$ cat src/include/pmrs_pkg.sv
package pmrs_pkg;
    // result and sample widths
    localparam int SHUNT_W      = 16;
    localparam int BUS_W        = 16;
    localparam int TEMP_W       = 12;
    localparam int RAW_SHUNT_W  = 18;
    localparam int CAL_W        = 15;
    localparam int POWER_W      = 24;
    localparam int POL_W        = 16;
    localparam int AVG_W        = 18;
    localparam int NUM_CHAN     = 3;
    localparam int ACC_EXTRA    = 10;
    localparam int TIMER_W      = 24;

    // channel slots in the averager bank
    localparam int CH_SHUNT     = 0;
    localparam int CH_BUS       = 1;
    localparam int CH_TEMP      = 2;

    // raw shunt sample is 1.25 uV/step; wide range drops two bits to 5 uV
    localparam int WIDE_RANGE_SHIFT = 2;

    // 819.2e6 internal factor folds into a divide by 2^11
    localparam real CAL_FIXED_FACTOR = 819.2e6;
    localparam int  CURR_SHIFT       = 11;
    // 3.125 mV bus step over 0.2 current step gives divide by 2^6
    localparam int  POWER_SHIFT      = 6;
    // power limit step is 256 power steps
    localparam int  POL_SHIFT        = 8;

    localparam logic signed [SHUNT_W-1:0] CURR_MAX = 16'sh7FFF;
    localparam logic signed [SHUNT_W-1:0] CURR_MIN = 16'sh8000;
    localparam logic [POWER_W-1:0]        POWER_MAX = 24'hFFFFFF;

    // clock rate and conversion time table in microseconds
    localparam int CLK_FREQ_HZ  = 200_000_000;
    localparam int HZ_PER_MHZ   = 1_000_000;

    function automatic int conv_time_us(input logic [2:0] sel);
        case (sel)
            3'h0:    return 50;
            3'h1:    return 84;
            3'h2:    return 150;
            3'h3:    return 280;
            3'h4:    return 540;
            3'h5:    return 1052;
            3'h6:    return 2074;
            default: return 4120;
        endcase
    endfunction

    // averaging count as log2: 1,4,16,64,128,256,512,1024
    function automatic logic [3:0] avg_log2(input logic [2:0] sel);
        case (sel)
            3'h0:    return 4'h0;
            3'h1:    return 4'h2;
            3'h2:    return 4'h4;
            3'h3:    return 4'h6;
            3'h4:    return 4'h7;
            3'h5:    return 4'h8;
            3'h6:    return 4'h9;
            default: return 4'hA;
        endcase
    endfunction
endpackage

$ cat src/verilog/pmrs_averager.sv
`timescale 1ns/10ps
module pmrs_averager #(
    parameter int W = pmrs_pkg::AVG_W
) (
    input  wire logic                core_clk,  // system clock
    input  wire logic                rst_n,     // async reset, active low
    input  wire logic                inValid,   // one sample per pulse
    input  wire logic signed [W-1:0] inData,    // signed sample
    input  wire logic [3:0]          shiftSel,  // log2 of sample count
    output logic                     outValid,  // pulse, averaged value ready
    output logic signed [W-1:0]      outData    // averaged value
);
    localparam int AW = W + pmrs_pkg::ACC_EXTRA;

    logic signed [AW-1:0] acc;
    logic signed [AW-1:0] next_acc;
    logic [pmrs_pkg::ACC_EXTRA:0] count;
    logic [pmrs_pkg::ACC_EXTRA:0] next_count;
    logic                 next_outValid;
    logic signed [W-1:0]  next_outData;
    logic signed [AW-1:0] sum;
    logic [pmrs_pkg::ACC_EXTRA:0] lastCount;

    always_comb begin
        sum           = acc + AW'(inData);
        lastCount     = (pmrs_pkg::ACC_EXTRA+1)'(1) << shiftSel;
        lastCount     = lastCount - (pmrs_pkg::ACC_EXTRA+1)'(1);
        next_acc      = acc;
        next_count    = count;
        next_outValid = 1'b0;
        next_outData  = outData;
        if (inValid) begin
            if (count >= lastCount) begin
                // truncating shift: floor of the mean, cheap for all counts
                next_outData  = W'(sum >>> shiftSel);
                next_outValid = 1'b1;
                next_acc      = '0;
                next_count    = '0;
            end else begin
                next_acc   = sum;
                next_count = count + (pmrs_pkg::ACC_EXTRA+1)'(1);
            end
        end
    end

    always_ff @(posedge core_clk or negedge rst_n) begin
        if (!rst_n) begin
            acc      <= '0;
            count    <= '0;
            outValid <= 1'b0;
            outData  <= '0;
        end else begin
            acc      <= next_acc;
            count    <= next_count;
            outValid <= next_outValid;
            outData  <= next_outData;
        end
    end
endmodule

$ cat src/verilog/pmrs_result_scaling.sv
`timescale 1ns/10ps
module pmrs_result_scaling #(
    parameter int CYC_PER_US = pmrs_pkg::CLK_FREQ_HZ / pmrs_pkg::HZ_PER_MHZ
) (
    input  wire logic                      core_clk,         // 200 MHz clock
    input  wire logic                      rst_n,            // async, low
    input  wire logic                      enable,           // run conversions
    input  wire logic                      inputRangeSelect, // 1 = narrow
    input  wire logic [2:0]                convTimeSel,      // conv time code
    input  wire logic [2:0]                avgSel,           // averaging code
    input  wire logic [pmrs_pkg::CAL_W-1:0] shuntCal,        // calibration
    input  wire logic signed [pmrs_pkg::TEMP_W-1:0]
                                           temperatureLimitThreshold, // limit
    input  wire logic [pmrs_pkg::POL_W-1:0] powerLimitThreshold, // limit
    output logic                           convStart,        // pulse to ADC
    input  wire logic                      sampleValid,      // ADC sample pulse
    input  wire logic signed [pmrs_pkg::RAW_SHUNT_W-1:0]
                                           sampleShunt,      // 1.25 uV step
    input  wire logic signed [pmrs_pkg::BUS_W-1:0]
                                           sampleBus,        // 3.125 mV step
    input  wire logic signed [pmrs_pkg::TEMP_W-1:0]
                                           sampleTemp,       // 125 mC step
    output logic signed [pmrs_pkg::SHUNT_W-1:0]
                                           shuntVoltageResult, // shunt
    output logic [pmrs_pkg::BUS_W-1:0]     busVoltageResult,   // bus
    output logic signed [pmrs_pkg::TEMP_W-1:0]
                                           dieTemperatureResult, // temp
    output logic signed [pmrs_pkg::SHUNT_W-1:0]
                                           currentResult,    // current
    output logic [pmrs_pkg::POWER_W-1:0]   powerResult,      // power
    output logic                           resultValid,      // pulse, all set
    output logic                           overTemperature,  // level
    output logic                           overPower         // level
);
    localparam int AW  = pmrs_pkg::AVG_W;
    localparam int NC  = pmrs_pkg::NUM_CHAN;
    localparam int TW  = pmrs_pkg::TIMER_W;
    localparam int SW  = pmrs_pkg::SHUNT_W;
    localparam int PW  = pmrs_pkg::POWER_W;
    localparam int PRW = 2 * SW;

    typedef enum logic [1:0] {
        STAGE_IDLE,
        STAGE_POWER,
        STAGE_DONE
    } pmrs_stage_t;

    // conversion timer
    logic [TW-1:0] timer;
    logic [TW-1:0] next_timer;
    logic [TW-1:0] period;
    logic          next_convStart;

    always_comb begin
        period         = TW'(pmrs_pkg::conv_time_us(convTimeSel) * CYC_PER_US);
        next_timer     = timer;
        next_convStart = 1'b0;
        if (!enable) begin
            next_timer = '0;
        end else if (timer >= period - TW'(1)) begin
            next_timer     = '0;
            next_convStart = 1'b1;
        end else begin
            next_timer = timer + TW'(1);
        end
    end

    always_ff @(posedge core_clk or negedge rst_n) begin
        if (!rst_n) begin
            timer     <= '0;
            convStart <= 1'b0;
        end else begin
            timer     <= next_timer;
            convStart <= next_convStart;
        end
    end

    // averager bank, one per channel
    logic signed [AW-1:0] avgIn  [NC];
    logic signed [AW-1:0] avgOut [NC];
    logic [NC-1:0]        avgValid;

    assign avgIn[pmrs_pkg::CH_SHUNT] = sampleShunt;
    assign avgIn[pmrs_pkg::CH_BUS]   = AW'(sampleBus);
    assign avgIn[pmrs_pkg::CH_TEMP]  = AW'(sampleTemp);

    genvar ch;
    generate
        for (ch = 0; ch < NC; ch++) begin : g_avg
            pmrs_averager #(
                .W        (AW)
            ) u_avg (
                .core_clk (core_clk),
                .rst_n    (rst_n),
                .inValid  (sampleValid),
                .inData   (avgIn[ch]),
                .shiftSel (pmrs_pkg::avg_log2(avgSel)),
                .outValid (avgValid[ch]),
                .outData  (avgOut[ch])
            );
        end
    endgenerate

    // result pipeline
    pmrs_stage_t             stage;
    pmrs_stage_t             next_stage;
    logic signed [SW-1:0]    next_shunt;
    logic [SW-1:0]           next_bus;
    logic signed [pmrs_pkg::TEMP_W-1:0] next_temp;
    logic signed [SW-1:0]    next_current;
    logic [PW-1:0]           next_power;
    logic                    next_resultValid;
    logic                    next_overTemp;
    logic                    next_overPower;
    logic signed [AW-1:0]    rawShunt;
    logic signed [AW-1:0]    rawBus;
    logic signed [AW-1:0]    wideShunt;
    logic signed [PRW-1:0]   curProd;
    logic signed [PRW-1:0]   curScaled;
    logic [SW-1:0]           curMag;
    logic [PRW-1:0]          pwrProd;
    logic [PRW-1:0]          pwrScaled;
    logic [PW-1:0]           polScaled;

    // sign-extended bounds for the narrow-range clamp
    localparam logic signed [AW-1:0] CURR_MAX_EXT = AW'(pmrs_pkg::CURR_MAX);
    localparam logic signed [AW-1:0] CURR_MIN_EXT = AW'(pmrs_pkg::CURR_MIN);

    always_comb begin
        next_stage       = stage;
        next_shunt       = shuntVoltageResult;
        next_bus         = busVoltageResult;
        next_temp        = dieTemperatureResult;
        next_current     = currentResult;
        next_power       = powerResult;
        next_resultValid = 1'b0;
        next_overTemp    = overTemperature;
        next_overPower   = overPower;
        rawShunt         = avgOut[pmrs_pkg::CH_SHUNT];
        rawBus           = avgOut[pmrs_pkg::CH_BUS];
        wideShunt        = rawShunt >>> pmrs_pkg::WIDE_RANGE_SHIFT;

        if (!inputRangeSelect) begin
            next_shunt = SW'(wideShunt);
        end else if (rawShunt > AW'(CURR_MAX_EXT)) begin
            next_shunt = pmrs_pkg::CURR_MAX;
        end else if (rawShunt < AW'(CURR_MIN_EXT)) begin
            next_shunt = pmrs_pkg::CURR_MIN;
        end else begin
            next_shunt = SW'(rawShunt);
        end

        curProd   = PRW'(next_shunt) * PRW'($signed({1'b0, shuntCal}));
        curScaled = curProd >>> pmrs_pkg::CURR_SHIFT;

        curMag    = currentResult[SW-1] ? SW'(-currentResult)
                                        : SW'(currentResult);
        pwrProd   = PRW'(curMag) * PRW'(busVoltageResult);
        pwrScaled = pwrProd >> pmrs_pkg::POWER_SHIFT;
        polScaled = PW'(powerLimitThreshold) << pmrs_pkg::POL_SHIFT;

        case (stage)
            STAGE_IDLE: begin
                if (avgValid[pmrs_pkg::CH_SHUNT]) begin
                    next_bus  = rawBus[AW-1] ? '0 : SW'(rawBus);
                    next_temp = pmrs_pkg::TEMP_W'(avgOut[pmrs_pkg::CH_TEMP]);
                    if (shuntCal == '0) begin
                        next_current = '0;
                    end else if (curScaled > PRW'(pmrs_pkg::CURR_MAX)) begin
                        next_current = pmrs_pkg::CURR_MAX;
                    end else if (curScaled < PRW'(pmrs_pkg::CURR_MIN)) begin
                        next_current = pmrs_pkg::CURR_MIN;
                    end else begin
                        next_current = SW'(curScaled);
                    end
                    next_stage = STAGE_POWER;
                end
            end
            STAGE_POWER: begin
                if (pwrScaled > PRW'(pmrs_pkg::POWER_MAX)) begin
                    next_power = pmrs_pkg::POWER_MAX;
                end else begin
                    next_power = PW'(pwrScaled);
                end
                next_stage = STAGE_DONE;
            end
            STAGE_DONE: begin
                next_overTemp    = dieTemperatureResult >
                                   temperatureLimitThreshold;
                next_overPower   = powerResult > polScaled;
                next_resultValid = 1'b1;
                next_stage       = STAGE_IDLE;
            end
            default: begin
                next_stage = STAGE_IDLE;
            end
        endcase
    end

    always_ff @(posedge core_clk or negedge rst_n) begin
        if (!rst_n) begin
            stage                <= STAGE_IDLE;
            shuntVoltageResult   <= '0;
            busVoltageResult     <= '0;
            dieTemperatureResult <= '0;
            currentResult        <= '0;
            powerResult          <= '0;
            resultValid          <= 1'b0;
            overTemperature      <= 1'b0;
            overPower            <= 1'b0;
        end else begin
            stage                <= next_stage;
            shuntVoltageResult   <= next_shunt;
            busVoltageResult     <= next_bus;
            dieTemperatureResult <= next_temp;
            currentResult        <= next_current;
            powerResult          <= next_power;
            resultValid          <= next_resultValid;
            overTemperature      <= next_overTemp;
            overPower            <= next_overPower;
        end
    end
endmodule
$ cat config.mk
export PLATFORM = sky130hd
export DESIGN_NAME = pmrs_result_scaling
export DESIGN_NICKNAME = d
export VERILOG_FILES = /design/src/include/pmrs_pkg.sv /design/src/verilog/pmrs_averager.sv /design/src/verilog/pmrs_result_scaling.sv
export SDC_FILE = /design/constraint.sdc
export NUM_CORES = 2
export LEC_CHECK = 0
export ABC_AREA = 1
export BUFFER_PORTS_ARGS = -buffer_cell sky130_fd_sc_hd__buf_2
export CORE_MARGIN = 2
export CORE_UTILIZATION = 58
export CTS_CLUSTER_SIZE = 16
export DETAILED_ROUTE_END_ITERATION = 10
export PLACE_DENSITY = 0.77
export SLEW_MARGIN = 20
export SYNTH_ARGS = -nofsm -noshare
export SYNTH_HDL_FRONTEND = slang
export SYNTH_SLANG_ARGS = --single-unit
$ cat constraint.sdc
create_clock -name core_clk -period 6.55 [get_ports core_clk]
set_clock_uncertainty 0.2 [all_clocks]
set_input_delay 0.9825 -clock core_clk [delete_from_list [all_inputs] [get_ports core_clk]]
set_output_delay 0.9825 -clock core_clk [all_outputs]
set_load 0.005 [all_outputs]
==> results.py <==
metrics = {
    "clock_tree": {
        "clockRootBuffer": "clkbuf_16",
        "clock_sinks": 274,
        "cts_buffers": 37,
        "cts_hold_buffers": 0,
        "insertion_delay_ns": 0.58,
        "cts_tree": "done",
        "clkTransAtPathRegs_ns": 0.07,
        "clockBufferDepth": 3,
        "cts_max_level": 2,
    },
    "logic_synthesis": {
        "synth_enable_flop_cells": 0,
        "yosys.area.top_type": "fa_1",
        "ys_top_cells_by_count": "nand2_1 (1231), inv_1 (978), nor2_1 (501)",
        "synth_ff_type": "dfrtp_1",
        "yosysUniqueCellTypes": 66,
        "synthTopCellsByArea": "fa_1 (23%), dfrtp_1 (17%), ha_1 (12%)",
        "ys_async_sr_fraction_pct": 100,
        "synthCells": 5337,
        "synth.most_common_cell": "nand2_1",
        "yosys.area.top_type_share_pct": 22.7,
        "ys_seq_area_share_pct": 17.5,
        "synth.cell_area_mm2": 0.0393,
        "syn-mean-instance-area_um2": 7.36,
        "ys_warn_count": 0,
        "synth-seq-cells": 274,
    },
    "floorplan": {
        "die_w_um": 264,
        "die_h_um": 264,
        "rows": 95,
        "core_mm2": 0.0670,
        "start_util_pct": 58.6,
        "dieArea_mm2": 0.0698,
        "pin_count": 188,
    },
    "drt": {
        "first_pass_iters": 6,
        "vias": 38400,
        "drc": 0,
        "drtAntennaViolNets": 0,
        "wl_um": 125000,
        "wl_per_cell_um": 18.3,
        "avgViaCountPerCell": 5.63,
        "drt_iter0_drc": 3309,
    },
    "worst_setup_path": {
        "cp_num_buf_inv": 12,
        "cp.required_ns": 6.82,
        "cp_slowest_cell": "fa_2",
        "cp-start-kind": "flip-flop",
        "cp-end-kind": "flip-flop",
        "critPathMaxFanout": 7,
        "slowest_delay_ns": 0.62,
        "cp_common_cell": "inv_1",
        "reg2reg_slack_ns": -0.54,
        "setup.worst_path.class": "flip-flop to flip-flop",
        "cpLargestDelayFamily": "adder cells",
        "worstPathArrival_ns": 7.35,
    },
    "status": {
        "outcome": "finished, violations left",
        "violations": "negative setup slack",
    },
    "timing": {
        "min_period_ns": 7.09,
        "clock.fmax_ghz": 0.141,
        "setup_viol": 40,
        "max_slew.worst_pin.slew_ns": 1.42,
        "whs_ns": 0.135,
        "hold_viol_final": 0,
        "relSlewSlack_pct": 5.42,
        "slew_violations": 0,
        "timing.final.ws_setup_ns": -0.536,
        "rsz0062_at_grt": "true",
        "post-route-period-util_pct": 108,
    },
    "placement": {
        "gp_congestion": 0.980,
        "io_buffers": 187,
        "dp_slack_ns": -0.913,
        "place_hpwl_um": 98400,
    },
    "global_routing": {
        "grt_overflow": 0,
        "grtUsageTotal_pct": 36.2,
        "grt_start_max_net_pins": 126,
        "grt_pass1_vias": 39100,
        "grt_antenna_before_repair": 3,
        "grt_pass1_wl_um": 202000,
    },
    "min_path": {
        "hold_path.class": "primary input to async pin",
    },
    "finish": {
        "fillCellCount": 5296,
        "drive_above_1_share_pct": 20.0,
        "area_growth_pct": 22.9,
        "nets": 6841,
    },
    "flow_run": {
        "max_cap_violations": 0,
    },
}
==> placed cells by master, fill, tap and decap left out, types with 28 or more instances in the layout <==
master        n
a21oi_1     220
a21oi_2      28
buf_2       187
buf_4       452
buf_6        28
clkbuf_16    39
dfrtp_1     271
fa_1        420
ha_1        341
ha_4         29
inv_1       928
inv_2        48
nand2_1    1153
nand2_2      64
nand3_1     323
nand4_1      56
nor2_1      456
nor2_2       32
nor3_1       41
o21ai_0     235
or2_2        43
xnor2_1      34
xor2_1       72
==> cell families (layout without fill, tap and decap cells) <==
group	Yosys count	in the layout	share of synthesized area [%]
simple gates	2297	2298	24.4
buf+inv	1148	1761	11.1
fa+ha+maj	816	816	34.5
compound gates	690	690	10.0
flops	274	274	17.5
xor+xnor	107	107	2.39
mux	3	3	0.0829
other cells	2	7	0.0191
==> cell type report <==
cell class	count	area, um2	area share (%)
sequential	274	6860	14.2
timing repair inverter	2	11.3	0.0234
clock inverter	26	368	0.763
timing repair buffer	698	5290	11.0
clock buffer	42	996	2.07
antenna	2	5.00	0.0104
inverter	993	3790	7.85
multi-input combinational	3919	29800	61.8
tap	873	1090	2.27
==> stage by stage <==
stage	util, %	instances	instance area, um2	setup TNS [ns]
5_1_grt	71.9	6827	48200	-28.42
6_report	71.9	6829	48200	-17.47
4_1_cts	70.5	6796	47300	-11.84
3_5_place_dp	67.0	6683	44900	-27.99
2_1_floorplan	-	5340	40000	-3.55
3_3_place_gp	67.0	6683	44900	-26.98
==> path summary, 6_finish.rpt <==
kind,startpoint,end,depth (start not counted)
setup / recovery,currentResult[2]$_DFFE_PN0P_,powerResult[0]$_DFFE_PN0N_,38
setup reg to reg,currentResult[2]$_DFFE_PN0P_,powerResult[0]$_DFFE_PN0N_,38
hold / removal,rst_n,shuntVoltageResult[6]$_DFF_PN0_,1
hold reg to reg,timer[0]$_DFF_PN0_,timer[0]$_DFF_PN0_,1
min in group core_clk,timer[0]$_DFF_PN0_,timer[0]$_DFF_PN0_,1
max in group asynchronous,rst_n,g_avg[0].u_avg.outData[17]$_DFFE_PN0P_,2
==> metal layers <==
layer	wire, um	up-vias	track usage [%]
met5	31	-	0
met4	6810	4	17.2
met3	9940	392	5.60
met2	58500	1634	59.9
met1	49900	18400	46.7
li1	-	18000	-
==> sequential cells by signal, indices dropped and copies added (netlist names), 12 cells and up <==
register,cells
currentResult,16
busVoltageResult,16
g_avg.u_avg.count,33
dieTemperatureResult,12
powerResult,24
shuntVoltageResult,16
g_avg.u_avg.outData,47
timer,24
g_avg.u_avg.acc,79
==> timing repair <==
action                                  4_1_cts  5_1_grt
endpoints found under the hold margin         0        0
pin swaps                                    73      105
endpoints found under the setup margin       40       40
cloned                                        7        2
buffers inserted                             38       31
resized for setup                           172      183
Power is left out: the tool's default activity adds up to more than one toggle a clock period on the data nets, which glitch-free logic cannot reach.
